File: src/hdl/tei_pkg.sv
/*
 * shared constants and carrier types for the terminal escape interpreter.
 * assumes one 125 MHz clock and a synchronous, active-high reset.
 */
package tei_pkg;

	// ------------------------------------------------------------------
	// screen geometry
	// ------------------------------------------------------------------
	localparam int unsigned SCR_COLS     = 80;
	localparam int unsigned SCR_ROWS     = 24;
	localparam int unsigned BUF_ROWS     = 96;
	localparam int unsigned BUF_SCREENS  = 4;
	localparam logic [6:0]  LAST_COL     = 7'h4F;  // column 80, zero based
	localparam logic [4:0]  LAST_ROW     = 5'h17;  // row 24, zero based
	localparam logic [6:0]  TOP_LAST     = 7'h48;  // top row index of the fourth screen
	localparam logic [6:0]  HOME_COL     = 7'h00;
	localparam logic [4:0]  HOME_ROW     = 5'h00;
	localparam logic [6:0]  TOP_RST      = 7'h00;

	// ------------------------------------------------------------------
	// character codes, seven bit
	// ------------------------------------------------------------------
	localparam logic [6:0]  CH_ENQ       = 7'h05;
	localparam logic [6:0]  CH_ACK       = 7'h06;
	localparam logic [6:0]  CH_BEL       = 7'h07;
	localparam logic [6:0]  CH_BS        = 7'h08;
	localparam logic [6:0]  CH_LF        = 7'h0A;
	localparam logic [6:0]  CH_CR        = 7'h0D;
	localparam logic [6:0]  CH_ESC       = 7'h1B;
	localparam logic [6:0]  CH_SPACE     = 7'h20;
	localparam logic [6:0]  CH_LBRACKET  = 7'h5B;
	localparam logic [6:0]  CH_SEMI      = 7'h3B;
	localparam logic [6:0]  CH_ZERO      = 7'h30;
	localparam logic [6:0]  CH_NINE      = 7'h39;
	localparam logic [6:0]  CH_SEVEN     = 7'h37;
	localparam logic [6:0]  CH_EIGHT     = 7'h38;
	localparam logic [6:0]  CH_UP_A      = 7'h41;
	localparam logic [6:0]  CH_UP_B      = 7'h42;
	localparam logic [6:0]  CH_UP_C      = 7'h43;
	localparam logic [6:0]  CH_UP_D      = 7'h44;
	localparam logic [6:0]  CH_UP_E      = 7'h45;
	localparam logic [6:0]  CH_UP_H      = 7'h48;
	localparam logic [6:0]  CH_UP_J      = 7'h4A;
	localparam logic [6:0]  CH_UP_K      = 7'h4B;
	localparam logic [6:0]  CH_UP_M      = 7'h4D;
	localparam logic [6:0]  CH_LO_C      = 7'h63;
	localparam logic [6:0]  CH_LO_F      = 7'h66;

	// ------------------------------------------------------------------
	// buffering and parameters
	// ------------------------------------------------------------------
	localparam int unsigned FIFO_DEPTH   = 32;
	localparam int unsigned CHAR_W       = 7;
	localparam logic [7:0]  PARAM_MAX    = 8'hFF;  // accumulator saturates here

	// blanking span selectors
	localparam logic [1:0]  SEL_TO_END   = 2'h0;
	localparam logic [1:0]  SEL_TO_CUR   = 2'h1;
	localparam logic [1:0]  SEL_ALL      = 2'h2;

	// ------------------------------------------------------------------
	// carriers
	// ------------------------------------------------------------------
	// cursor: visible row, column and top row of the visible window in the buffer
	typedef struct packed {
		logic [4:0] row;
		logic [6:0] col;
		logic [6:0] top;
	} tei_cursor_type;

	// blanking request: absolute buffer rows and columns, inclusive span
	typedef struct packed {
		logic [6:0] row_first;
		logic [6:0] row_last;
		logic [6:0] col_first;
		logic [6:0] col_last;
	} tei_blank_type;

endpackage

File: src/hdl/tei_fifo.sv
/*
 * synchronous fifo of flip-flops, width and depth as parameters.
 * assumes both sides on clk_in; depth is a power of two.
 */
module tei_fifo
	import tei_pkg::*;
#(
	parameter int unsigned WIDTH = 7,
	parameter int unsigned DEPTH = 32
) (
	input  wire logic             clk_in,
	input  wire logic             sys_rst_in,
	input  wire logic [WIDTH-1:0] wr_data_in,
	input  wire logic             wr_valid_in,
	output logic                  wr_ready_out,
	output logic      [WIDTH-1:0] rd_data_out,
	output logic                  rd_valid_out,
	input  wire logic             rd_ready_in
);
	localparam int unsigned AW = $clog2(DEPTH);

	logic [WIDTH-1:0] mem_r [DEPTH];
	logic [AW:0]      wr_ptr_r;
	logic [AW:0]      wr_ptr_nxt;
	logic [AW:0]      rd_ptr_r;
	logic [AW:0]      rd_ptr_nxt;
	logic             push;
	logic             pop;

	// ------------------------------------------------------------------
	// flags and pointer steps
	// ------------------------------------------------------------------
	assign wr_ready_out = (wr_ptr_r - rd_ptr_r) != (AW+1)'(DEPTH);
	assign rd_valid_out = wr_ptr_r != rd_ptr_r;
	assign push         = wr_valid_in && wr_ready_out;
	assign pop          = rd_valid_out && rd_ready_in;
	assign rd_data_out  = mem_r[rd_ptr_r[AW-1:0]];

	always_comb begin
		wr_ptr_nxt = push ? wr_ptr_r + 1'b1 : wr_ptr_r;
		rd_ptr_nxt = pop ? rd_ptr_r + 1'b1 : rd_ptr_r;
	end

	// storage and pointers
	always_ff @(posedge clk_in) begin
		if (push) begin
			mem_r[wr_ptr_r[AW-1:0]] <= wr_data_in;
		end
		if (sys_rst_in) begin
			wr_ptr_r <= '0;
			rd_ptr_r <= '0;
		end else begin
			wr_ptr_r <= wr_ptr_nxt;
			rd_ptr_r <= rd_ptr_nxt;
		end
	end

endmodule

File: src/hdl/tei_interp.sv
/*
 * terminal escape interpreter: parses received characters, moves the cursor,
 * issues blanking requests, acknowledge, beep and reset/self-test strobes.
 * assumes received characters arrive with valid/ready from a uart on clk_in,
 * and that the screen memory takes one blanking request per blank_valid_out.
 */
module tei_interp
	import tei_pkg::*;
(
	input  wire logic               clk_in,
	input  wire logic               sys_rst_in,
	input  wire logic [7:0]         rx_data_in,
	input  wire logic               rx_valid_in,
	output logic                    rx_ready_out,
	output logic      [6:0]         tx_data_out,
	output logic                    tx_valid_out,
	input  wire logic               tx_ready_in,
	output logic      [6:0]         disp_data_out,
	output logic                    disp_valid_out,
	output tei_cursor_type          cursor_out,
	output tei_blank_type           blank_out,
	output logic                    blank_valid_out,
	input  wire logic               blank_ready_in,
	output logic                    beep_out,
	output logic                    self_test_out
);

	typedef enum logic [3:0] {
		ST_GROUND  = 4'b0001,
		ST_ESCAPE  = 4'b0010,
		ST_PARAM   = 4'b0100,
		ST_BLANK   = 4'b1000
	} tei_state_type;

	// ------------------------------------------------------------------
	// helpers
	// ------------------------------------------------------------------
	// parameter value with default when omitted or zero
	function automatic logic [7:0] count_of(input logic [7:0] v, input logic seen);
		count_of = (!seen || v == 8'h00) ? 8'h01 : v;
	endfunction

	// saturating decimal accumulate
	function automatic logic [7:0] accum(input logic [7:0] v, input logic [6:0] ch);
		logic [11:0] t;
		t = 12'(v) * 12'h00A + 12'(ch - CH_ZERO);
		accum = (t > 12'(PARAM_MAX)) ? PARAM_MAX : t[7:0];
	endfunction

	// ------------------------------------------------------------------
	// state
	// ------------------------------------------------------------------
	tei_state_type  state_r, state_nxt;
	tei_cursor_type cur_r, cur_nxt;
	tei_cursor_type saved_r, saved_nxt;
	logic [7:0]     first_parameter_r, first_parameter_nxt;
	logic [7:0]     second_parameter_r, second_parameter_nxt;
	logic           first_seen_r, first_seen_nxt;
	logic           second_seen_r, second_seen_nxt;
	logic           in_second_r, in_second_nxt;
	tei_blank_type  blank_r, blank_nxt;
	logic           tx_pend_r, tx_pend_nxt;
	logic           beep_r, beep_nxt;
	logic           test_r, test_nxt;
	logic [6:0]     disp_r, disp_nxt;
	logic           disp_v_r, disp_v_nxt;

	// input buffering between the uart and the parser
	logic [6:0]     ch;
	logic           ch_valid;
	logic           ch_take;

	tei_fifo #(
		.WIDTH (CHAR_W),
		.DEPTH (FIFO_DEPTH)
	) u_fifo (
		.clk_in       (clk_in),
		.sys_rst_in   (sys_rst_in),
		.wr_data_in   (rx_data_in[6:0]),  // bit 7 dropped: seven-bit codes
		.wr_valid_in  (rx_valid_in),
		.wr_ready_out (rx_ready_out),
		.rd_data_out  (ch),
		.rd_valid_out (ch_valid),
		.rd_ready_in  (ch_take)
	);

	// parser stalls while a blank request or an ack is still pending
	assign ch_take = ch_valid && state_r != ST_BLANK && !tx_pend_r;

	// ------------------------------------------------------------------
	// next-state logic
	// ------------------------------------------------------------------
	always_comb begin
		logic [7:0] n;
		logic [6:0] abs_row;
		logic [7:0] tmp;
		n = count_of(first_parameter_r, first_seen_r);
		abs_row = cur_r.top + 7'(cur_r.row);
		tmp = 8'h00;
		state_nxt = state_r;
		cur_nxt = cur_r;
		saved_nxt = saved_r;
		first_parameter_nxt = first_parameter_r;
		second_parameter_nxt = second_parameter_r;
		first_seen_nxt = first_seen_r;
		second_seen_nxt = second_seen_r;
		in_second_nxt = in_second_r;
		blank_nxt = blank_r;
		tx_pend_nxt = tx_pend_r && !tx_ready_in;
		beep_nxt = 1'b0;
		test_nxt = 1'b0;
		disp_nxt = disp_r;
		disp_v_nxt = 1'b0;
		if (state_r == ST_BLANK) begin
			if (blank_ready_in) begin
				state_nxt = ST_GROUND;
			end
		end else if (ch_take) begin
			unique case (state_r)
				ST_GROUND: begin
					if (ch == CH_ESC) begin
						state_nxt = ST_ESCAPE;
					end else if (ch == CH_ENQ) begin
						tx_pend_nxt = 1'b1;
					end else if (ch == CH_BEL) begin
						beep_nxt = 1'b1;
					end else if (ch == CH_BS) begin
						if (cur_r.col != HOME_COL) cur_nxt.col = cur_r.col - 7'h01;
					end else if (ch == CH_LF) begin
						if (cur_r.row != LAST_ROW) cur_nxt.row = cur_r.row + 5'h01;
					end else if (ch == CH_CR) begin
						cur_nxt.col = HOME_COL;
					end else if (ch >= CH_SPACE && ch != 7'h7F) begin
						disp_nxt = ch;
						disp_v_nxt = 1'b1;
						if (cur_r.col != LAST_COL) cur_nxt.col = cur_r.col + 7'h01;
					end
					// other control codes fall through untouched
				end
				ST_ESCAPE: begin
					state_nxt = ST_GROUND;
					first_parameter_nxt = 8'h00;
					second_parameter_nxt = 8'h00;
					first_seen_nxt = 1'b0;
					second_seen_nxt = 1'b0;
					in_second_nxt = 1'b0;
					if (ch == CH_LBRACKET) begin
						state_nxt = ST_PARAM;
					end else if (ch == CH_SEVEN) begin
						saved_nxt = cur_r;
					end else if (ch == CH_EIGHT) begin
						cur_nxt = saved_r;
					end else if (ch == CH_UP_D || ch == CH_UP_E) begin
						if (ch == CH_UP_E) cur_nxt.col = HOME_COL;
						if (cur_r.row != LAST_ROW) begin
							cur_nxt.row = cur_r.row + 5'h01;
						end else if (cur_r.top != TOP_LAST) begin
							cur_nxt.top = cur_r.top + 7'h01;  // scroll within buffer
						end
					end else if (ch == CH_UP_M) begin
						if (cur_r.row != HOME_ROW) begin
							cur_nxt.row = cur_r.row - 5'h01;
						end else if (cur_r.top != TOP_RST) begin
							cur_nxt.top = cur_r.top - 7'h01;
						end
					end else if (ch == CH_LO_C) begin
						cur_nxt = '{row: HOME_ROW, col: HOME_COL, top: TOP_RST};
						saved_nxt = '{row: HOME_ROW, col: HOME_COL, top: TOP_RST};
						blank_nxt = '{row_first: 7'h00, row_last: 7'(BUF_ROWS - 1),
							col_first: HOME_COL, col_last: LAST_COL};
						state_nxt = ST_BLANK;
						test_nxt = 1'b1;
					end
					// anything else ends the sequence with no effect
				end
				ST_PARAM: begin
					state_nxt = ST_GROUND;
					if (ch >= CH_ZERO && ch <= CH_NINE) begin
						state_nxt = ST_PARAM;
						if (in_second_r) begin
							second_parameter_nxt = accum(second_parameter_r, ch);
							second_seen_nxt = 1'b1;
						end else begin
							first_parameter_nxt = accum(first_parameter_r, ch);
							first_seen_nxt = 1'b1;
						end
					end else if (ch == CH_SEMI && !in_second_r) begin
						state_nxt = ST_PARAM;
						in_second_nxt = 1'b1;
					end else if (ch == CH_UP_A) begin
						tmp = (8'(cur_r.row) > n) ? 8'(cur_r.row) - n : 8'h00;
						cur_nxt.row = tmp[4:0];
					end else if (ch == CH_UP_B) begin
						tmp = 8'(cur_r.row) + n;
						cur_nxt.row = (tmp > 8'(LAST_ROW)) ? LAST_ROW : tmp[4:0];
					end else if (ch == CH_UP_C) begin
						tmp = 8'(cur_r.col) + n;
						cur_nxt.col = (tmp > 8'(LAST_COL)) ? LAST_COL : tmp[6:0];
					end else if (ch == CH_UP_D) begin
						tmp = (8'(cur_r.col) > n) ? 8'(cur_r.col) - n : 8'h00;
						cur_nxt.col = tmp[6:0];
					end else if (ch == CH_UP_H || ch == CH_LO_F) begin
						tmp = count_of(second_parameter_r, second_seen_r);
						cur_nxt.row = (n > 8'(LAST_ROW) + 8'h01) ? LAST_ROW : 5'(n - 8'h01);
						cur_nxt.col = (tmp > 8'(LAST_COL) + 8'h01) ? LAST_COL : 7'(tmp - 8'h01);
					end else if (ch == CH_UP_J || ch == CH_UP_K) begin
						// omitted selector means zero
						blank_nxt.row_first = (ch == CH_UP_K || first_parameter_r == 8'(SEL_TO_END))
							? abs_row : cur_r.top;
						blank_nxt.row_last = (ch == CH_UP_K || first_parameter_r == 8'(SEL_TO_CUR))
							? abs_row : cur_r.top + 7'(LAST_ROW);
						blank_nxt.col_first = (first_parameter_r == 8'(SEL_TO_END)) ? cur_r.col : HOME_COL;
						blank_nxt.col_last = (first_parameter_r == 8'(SEL_TO_CUR)) ? cur_r.col : LAST_COL;
						if (first_parameter_r <= 8'(SEL_ALL)) begin
							state_nxt = ST_BLANK;
						end
					end
					// unknown finals abandon the sequence
				end
				default: state_nxt = ST_GROUND;
			endcase
		end
	end

	// ------------------------------------------------------------------
	// registers
	// ------------------------------------------------------------------
	always_ff @(posedge clk_in) begin
		if (sys_rst_in) begin
			state_r <= ST_GROUND;
			cur_r <= '{row: HOME_ROW, col: HOME_COL, top: TOP_RST};
			saved_r <= '{row: HOME_ROW, col: HOME_COL, top: TOP_RST};
			first_parameter_r <= 8'h00;
			second_parameter_r <= 8'h00;
			first_seen_r <= 1'b0;
			second_seen_r <= 1'b0;
			in_second_r <= 1'b0;
			blank_r <= '0;
			tx_pend_r <= 1'b0;
			beep_r <= 1'b0;
			test_r <= 1'b0;
			disp_r <= 7'h00;
			disp_v_r <= 1'b0;
		end else begin
			state_r <= state_nxt;
			cur_r <= cur_nxt;
			saved_r <= saved_nxt;
			first_parameter_r <= first_parameter_nxt;
			second_parameter_r <= second_parameter_nxt;
			first_seen_r <= first_seen_nxt;
			second_seen_r <= second_seen_nxt;
			in_second_r <= in_second_nxt;
			blank_r <= blank_nxt;
			tx_pend_r <= tx_pend_nxt;
			beep_r <= beep_nxt;
			test_r <= test_nxt;
			disp_r <= disp_nxt;
			disp_v_r <= disp_v_nxt;
		end
	end

	// ------------------------------------------------------------------
	// outputs
	// ------------------------------------------------------------------
	assign tx_data_out     = CH_ACK;
	assign tx_valid_out    = tx_pend_r;
	assign cursor_out      = cur_r;
	assign blank_out       = blank_r;
	assign blank_valid_out = state_r == ST_BLANK;
	assign beep_out        = beep_r;
	assign self_test_out   = test_r;
	assign disp_data_out   = disp_r;
	assign disp_valid_out  = disp_v_r;

endmodule

File: config.mk
export PLATFORM = sky130hd
export DESIGN_NAME = tei_interp
export DESIGN_NICKNAME = d
export VERILOG_FILES = /design/src/hdl/tei_pkg.sv /design/src/hdl/tei_fifo.sv /design/src/hdl/tei_interp.sv
export SDC_FILE = /design/constraint.sdc
export NUM_CORES = 1
export LEC_CHECK = 0
export BUFFER_PORTS_ARGS = -buffer_cell sky130_fd_sc_hd__buf_2
export CORE_MARGIN = 5
export CORE_UTILIZATION = 35
export CTS_BUF_LIST = sky130_fd_sc_hd__clkbuf_16
export DETAILED_ROUTE_END_ITERATION = 6
export PLACE_DENSITY = 0.48
export SLEW_MARGIN = 5
export SYNTH_ARGS = -nofsm -noshare
export SYNTH_HDL_FRONTEND = slang
export SYNTH_SLANG_ARGS = --single-unit
export TNS_END_PERCENT = 30
File: constraint.sdc
create_clock -name clk_in -period 8.7 [get_ports clk_in]
set_input_delay 0 -clock clk_in [delete_from_list [all_inputs] [get_ports clk_in]]
set_output_delay 0 -clock clk_in [all_outputs]
set_load 0.02 [all_outputs]
==> key figures <==
Outcome
  – Outcome: complete, no violations

Synthesis
  – Gate Count Post-Synth: 1,666
  – EDFF count, synth: around 220
  – Post-synth cell types: 83
  – Post-synth top area share: between 30% and 40%
  – Syn. warnings: 0
  – Synthesized area per cell: 11.0 um^2
  – Predominant post-synthesis flop cell: edfxtp_1
  – FF+latch count, synth: approximately 340
  – Count leader, synth: edfxtp_1
  – Leading area contributor after synthesis: edfxtp_1
  – Area contributors post-synth: edfxtp_1 37%, dfxtp_1 13%, ha_1 7.1%
  – Most instantiated cells after synthesis: 224 x edfxtp_1, 171 x nor2_1, 117 x dfxtp_1
  – Asr flop ratio synth: 0%
  – Part of the Yosys area used for sequential elements: roughly 50%
  – Netlist Area Pre-Place: between 15,000 and 20,000 um^2

Critical path
  – WP data required: a little over 9 ns
  – Slowest-stage cell, CP: dfxtp_2
  – WP data arrival: 6.84 ns
  – R2R depth: 16
  – CP Cell Sequence: buf_4, mux4_2, mux4_2, mux2_2, inv_1, ha_1, inv_1, nor3_1, buf_4, or4b_1, nor2_2, nor2_1, nand3b_1, o2111ai_1, a2111oi_0, a211oi_1
  – Crit Reg-Reg Endpoint: cursor_out[9]
  – Crit Path Max Fanout: 25
  – Max stage delay on crit path: between 0.8 and 0.9 ns
  – CP endpoint kind: register
  – Critical path class: register to register
  – CP bufs+invs: 4
  – Worst path top cell family by delay: simple AND/OR/NAND/NOR gates
  – Reg2Reg Setup Slack: 2.26 ns
  – Critical path depth: 16
  – Startpoint class of the critical path: register

Timing
  – Worst setup margin: between 2 and 2.5 ns
  – Endpoints failing setup: 0
  – Final hold viol count: 0
  – Fin Clk Skew: roughly 0.035 ns
  – Fin crit share: 74.0%
  – Worst slew pin tran: around 1.2 ns
  – Setup TNS: 0 ns
  – Hold_ws: between 0.2 and 0.25 ns
  – Max Slew Vio Count: 0
  – Fmax: roughly 160 MHz
  – RSZ-0062 raised after global routing: false
  – Slew margin rel.: 17.3%
  – Period minus WS final: between 6 and 7 ns

GRT
  – Initial antenna violation count: 0
  – First-pass GRT wire length: just under 80 mm
  – Vias in the first global route: between 10,000 and 15,000
  – Grt total ovfl: 0
  – Largest net degree at the start of global routing: 77
  – Tot GR Track Use: approximately 18%

Place
  – GP Congestion: 0.862
  – Placed cells: roughly 2,300
  – Place WS: 2.25 ns
  – Post-DP HPWL: 35.6 mm
  – Port bufs: 71

Route
  – Vias post-DR: about 13,000
  – WL/cell: around 21 um
  – Final antenna-violating net count: 0
  – DR iter-0 viols: about 1,200
  – Post-Route WL: slightly above 50 mm
  – Vias per cell: 5.47
  – First drt pass iteration count: 6
  – Post-route DRC: 0

Final layout
  – Share of cells above drive strength 1: 12.4%
  – Non-filler cells, final: approximately 2,400
  – P&R area growth vs syn: 12.7%
  – Ant. Diodes: 0
  – Nets: 1,835

Clock tree
  – Later-pin clock latency in the skew report: approximately 0.6 ns
  – CTS Sinks: 341
  – CTS Buf Count: 42
  – Resize count post-CTS: 0
  – CTS Root Cell: clkbuf_16
  – H-Tree Depth: 2
  – Clock Tree Buf Depth: 3
  – CTS clock-pin slew for the worst setup and hold paths: 0.06 ns
  – CTS tree: done

Floorplanning
  – Die span in y: roughly 240 um
  – Boundary Pins: 80
  – Core area: around 52,000 um^2
  – Site row count: 83
  – Die area: between 50,000 and 60,000 um^2
  – Chip Width: between 200 and 250 um
  – Initial Util: between 30% and 40%

Power
  – Static Leak: 7.64 nW
  – Worst vdd ir: between 0.15 and 0.2 mV
  – Design Power: 5.00 mW
  – Power per cell area: between 200 and 250 nW/um^2

Hold path
  – Worst hold path depth: 4
  – Min-delay src: tx_ready_in
  – Worst min path class: input pin to register
  – Hold-critical path endpoint: tx_valid_out

Run
  – Number of max-cap violations: 0
==> power breakdown <==
| part | switching (mW) | internal (mW) | total, mW |
|---|---|---|---|
| Combinational | 0.918 | 0.565 | 1.48 |
| Sequential | 0.0964 | 1.77 | 1.87 |
| Clock | 0.710 | 0.944 | 1.65 |
| Total | 1.72 | 3.28 | 5.00 |
==> worst max path at each step <==
stage | slack, ns | start | end
final | 2.26 | register | cursor_out[9]
after global routing | 1.67 | register | cursor_out[10]
after CTS | 2.21 | register | cursor_out[9]
after detailed placement | 2.25 | register | cursor_out[9]
after global placement | 2.29 | register | cursor_out[9]
after floorplan | 3.75 | register | cursor_out[10]
==> placed cells by master, fill, tap and decap left out, types with 8 or more instances in the layout <==
master,instances
a22oi_1,52
a21o_1,21
buf_2,70
a21oi_1,101
ha_1,104
xnor2_1,54
dlygate4sd3_1,11
mux2i_1,59
o21bai_1,12
edfxtp_1,224
nand2_1,96
nand2b_1,10
a211oi_1,18
fa_1,9
o21ai_1,11
dfxtp_1,115
mux4_2,38
a221oi_1,9
nor2b_1,15
and2_1,10
buf_4,20
clkbuf_16,42
o21ai_0,55
xor2_1,28
o22ai_1,13
and3_1,21
nand4_1,8
or3_1,9
nor2_1,171
nand3_1,44
nor3_1,50
inv_1,79
==> sequential cells by signal (all words and copies together) (netlist names), 4 cells and up, named ones only <==
| signal | count |
|---|---|
| state_r | 4 |
| disp_data_out | 7 |
| u_fifo.wr_ptr_r | 6 |
| u_fifo.rd_ptr_r | 6 |
| saved_r | 19 |
| blank_out | 28 |
| first_parameter_r | 8 |
| second_parameter_r | 8 |
| cursor_out | 19 |
| u_fifo.mem_r | 224 |
==> repair_timing <==
item                                   CTS  global route
setup buffers                            0             0
hold buffers                            11             0
endpoints found under the hold margin  247             0
==> metal layers <==
layer  wire [um]  GRT usage, %  share of wire (%)
met3        2970          3.50                5.7
met1       24800          26.0                 48
met5           0             0                  0
met4         803          3.79                1.5
met2       23400          27.4                 45
==> worst reg2reg max path, cell delays in order (launching register included) <==
cell and delay, ns:
dfxtp_2 0.89, buf_4 0.41, mux4_2 0.57, mux4_2 0.48, mux2_2 0.34, inv_1 0.14, ha_1 0.25, inv_1 0.14
nor3_1 0.21, buf_4 0.19, or4b_1 0.80, nor2_2 0.40, nor2_1 0.16, nand3b_1 0.11, o2111ai_1 0.55, a2111oi_0 0.55
a211oi_1 0.09
==> area by class of cell <==
class	count	area, um^2
Inverter	65	244
Clock inverter	33	259
Multi-Input combinational cell	1158	8570
Fill cell	4951	30900
Timing Repair Buffer	101	611
Sequential cell	341	9070
Clock buffer	42	1050
Tap cell	680	851
==> per-stage QoR <==
step	instance area, um^2	utilization (%)
after floorplan	18400	-
after global placement	19200	37.3
after detailed placement	19200	37.3
after CTS	20700	40.0
after global routing	20700	40.0
final	20700	40.0
==> logic make-up after synthesis <==
| logic type | count (synthesis) | share of synthesized area (%) |
|---|---|---|
| xor+xnor | 82 | 3.92 |
| fa+ha+maj | 113 | 8.08 |
| other cells | 2 | 0.0410 |
| buf+inv | 172 | 4.05 |
| flops | 341 | 49.5 |
| simple gates | 480 | 12.6 |
| compound gates | 372 | 13.6 |
| mux | 104 | 8.32 |
(Power assumes the default switching activity.)
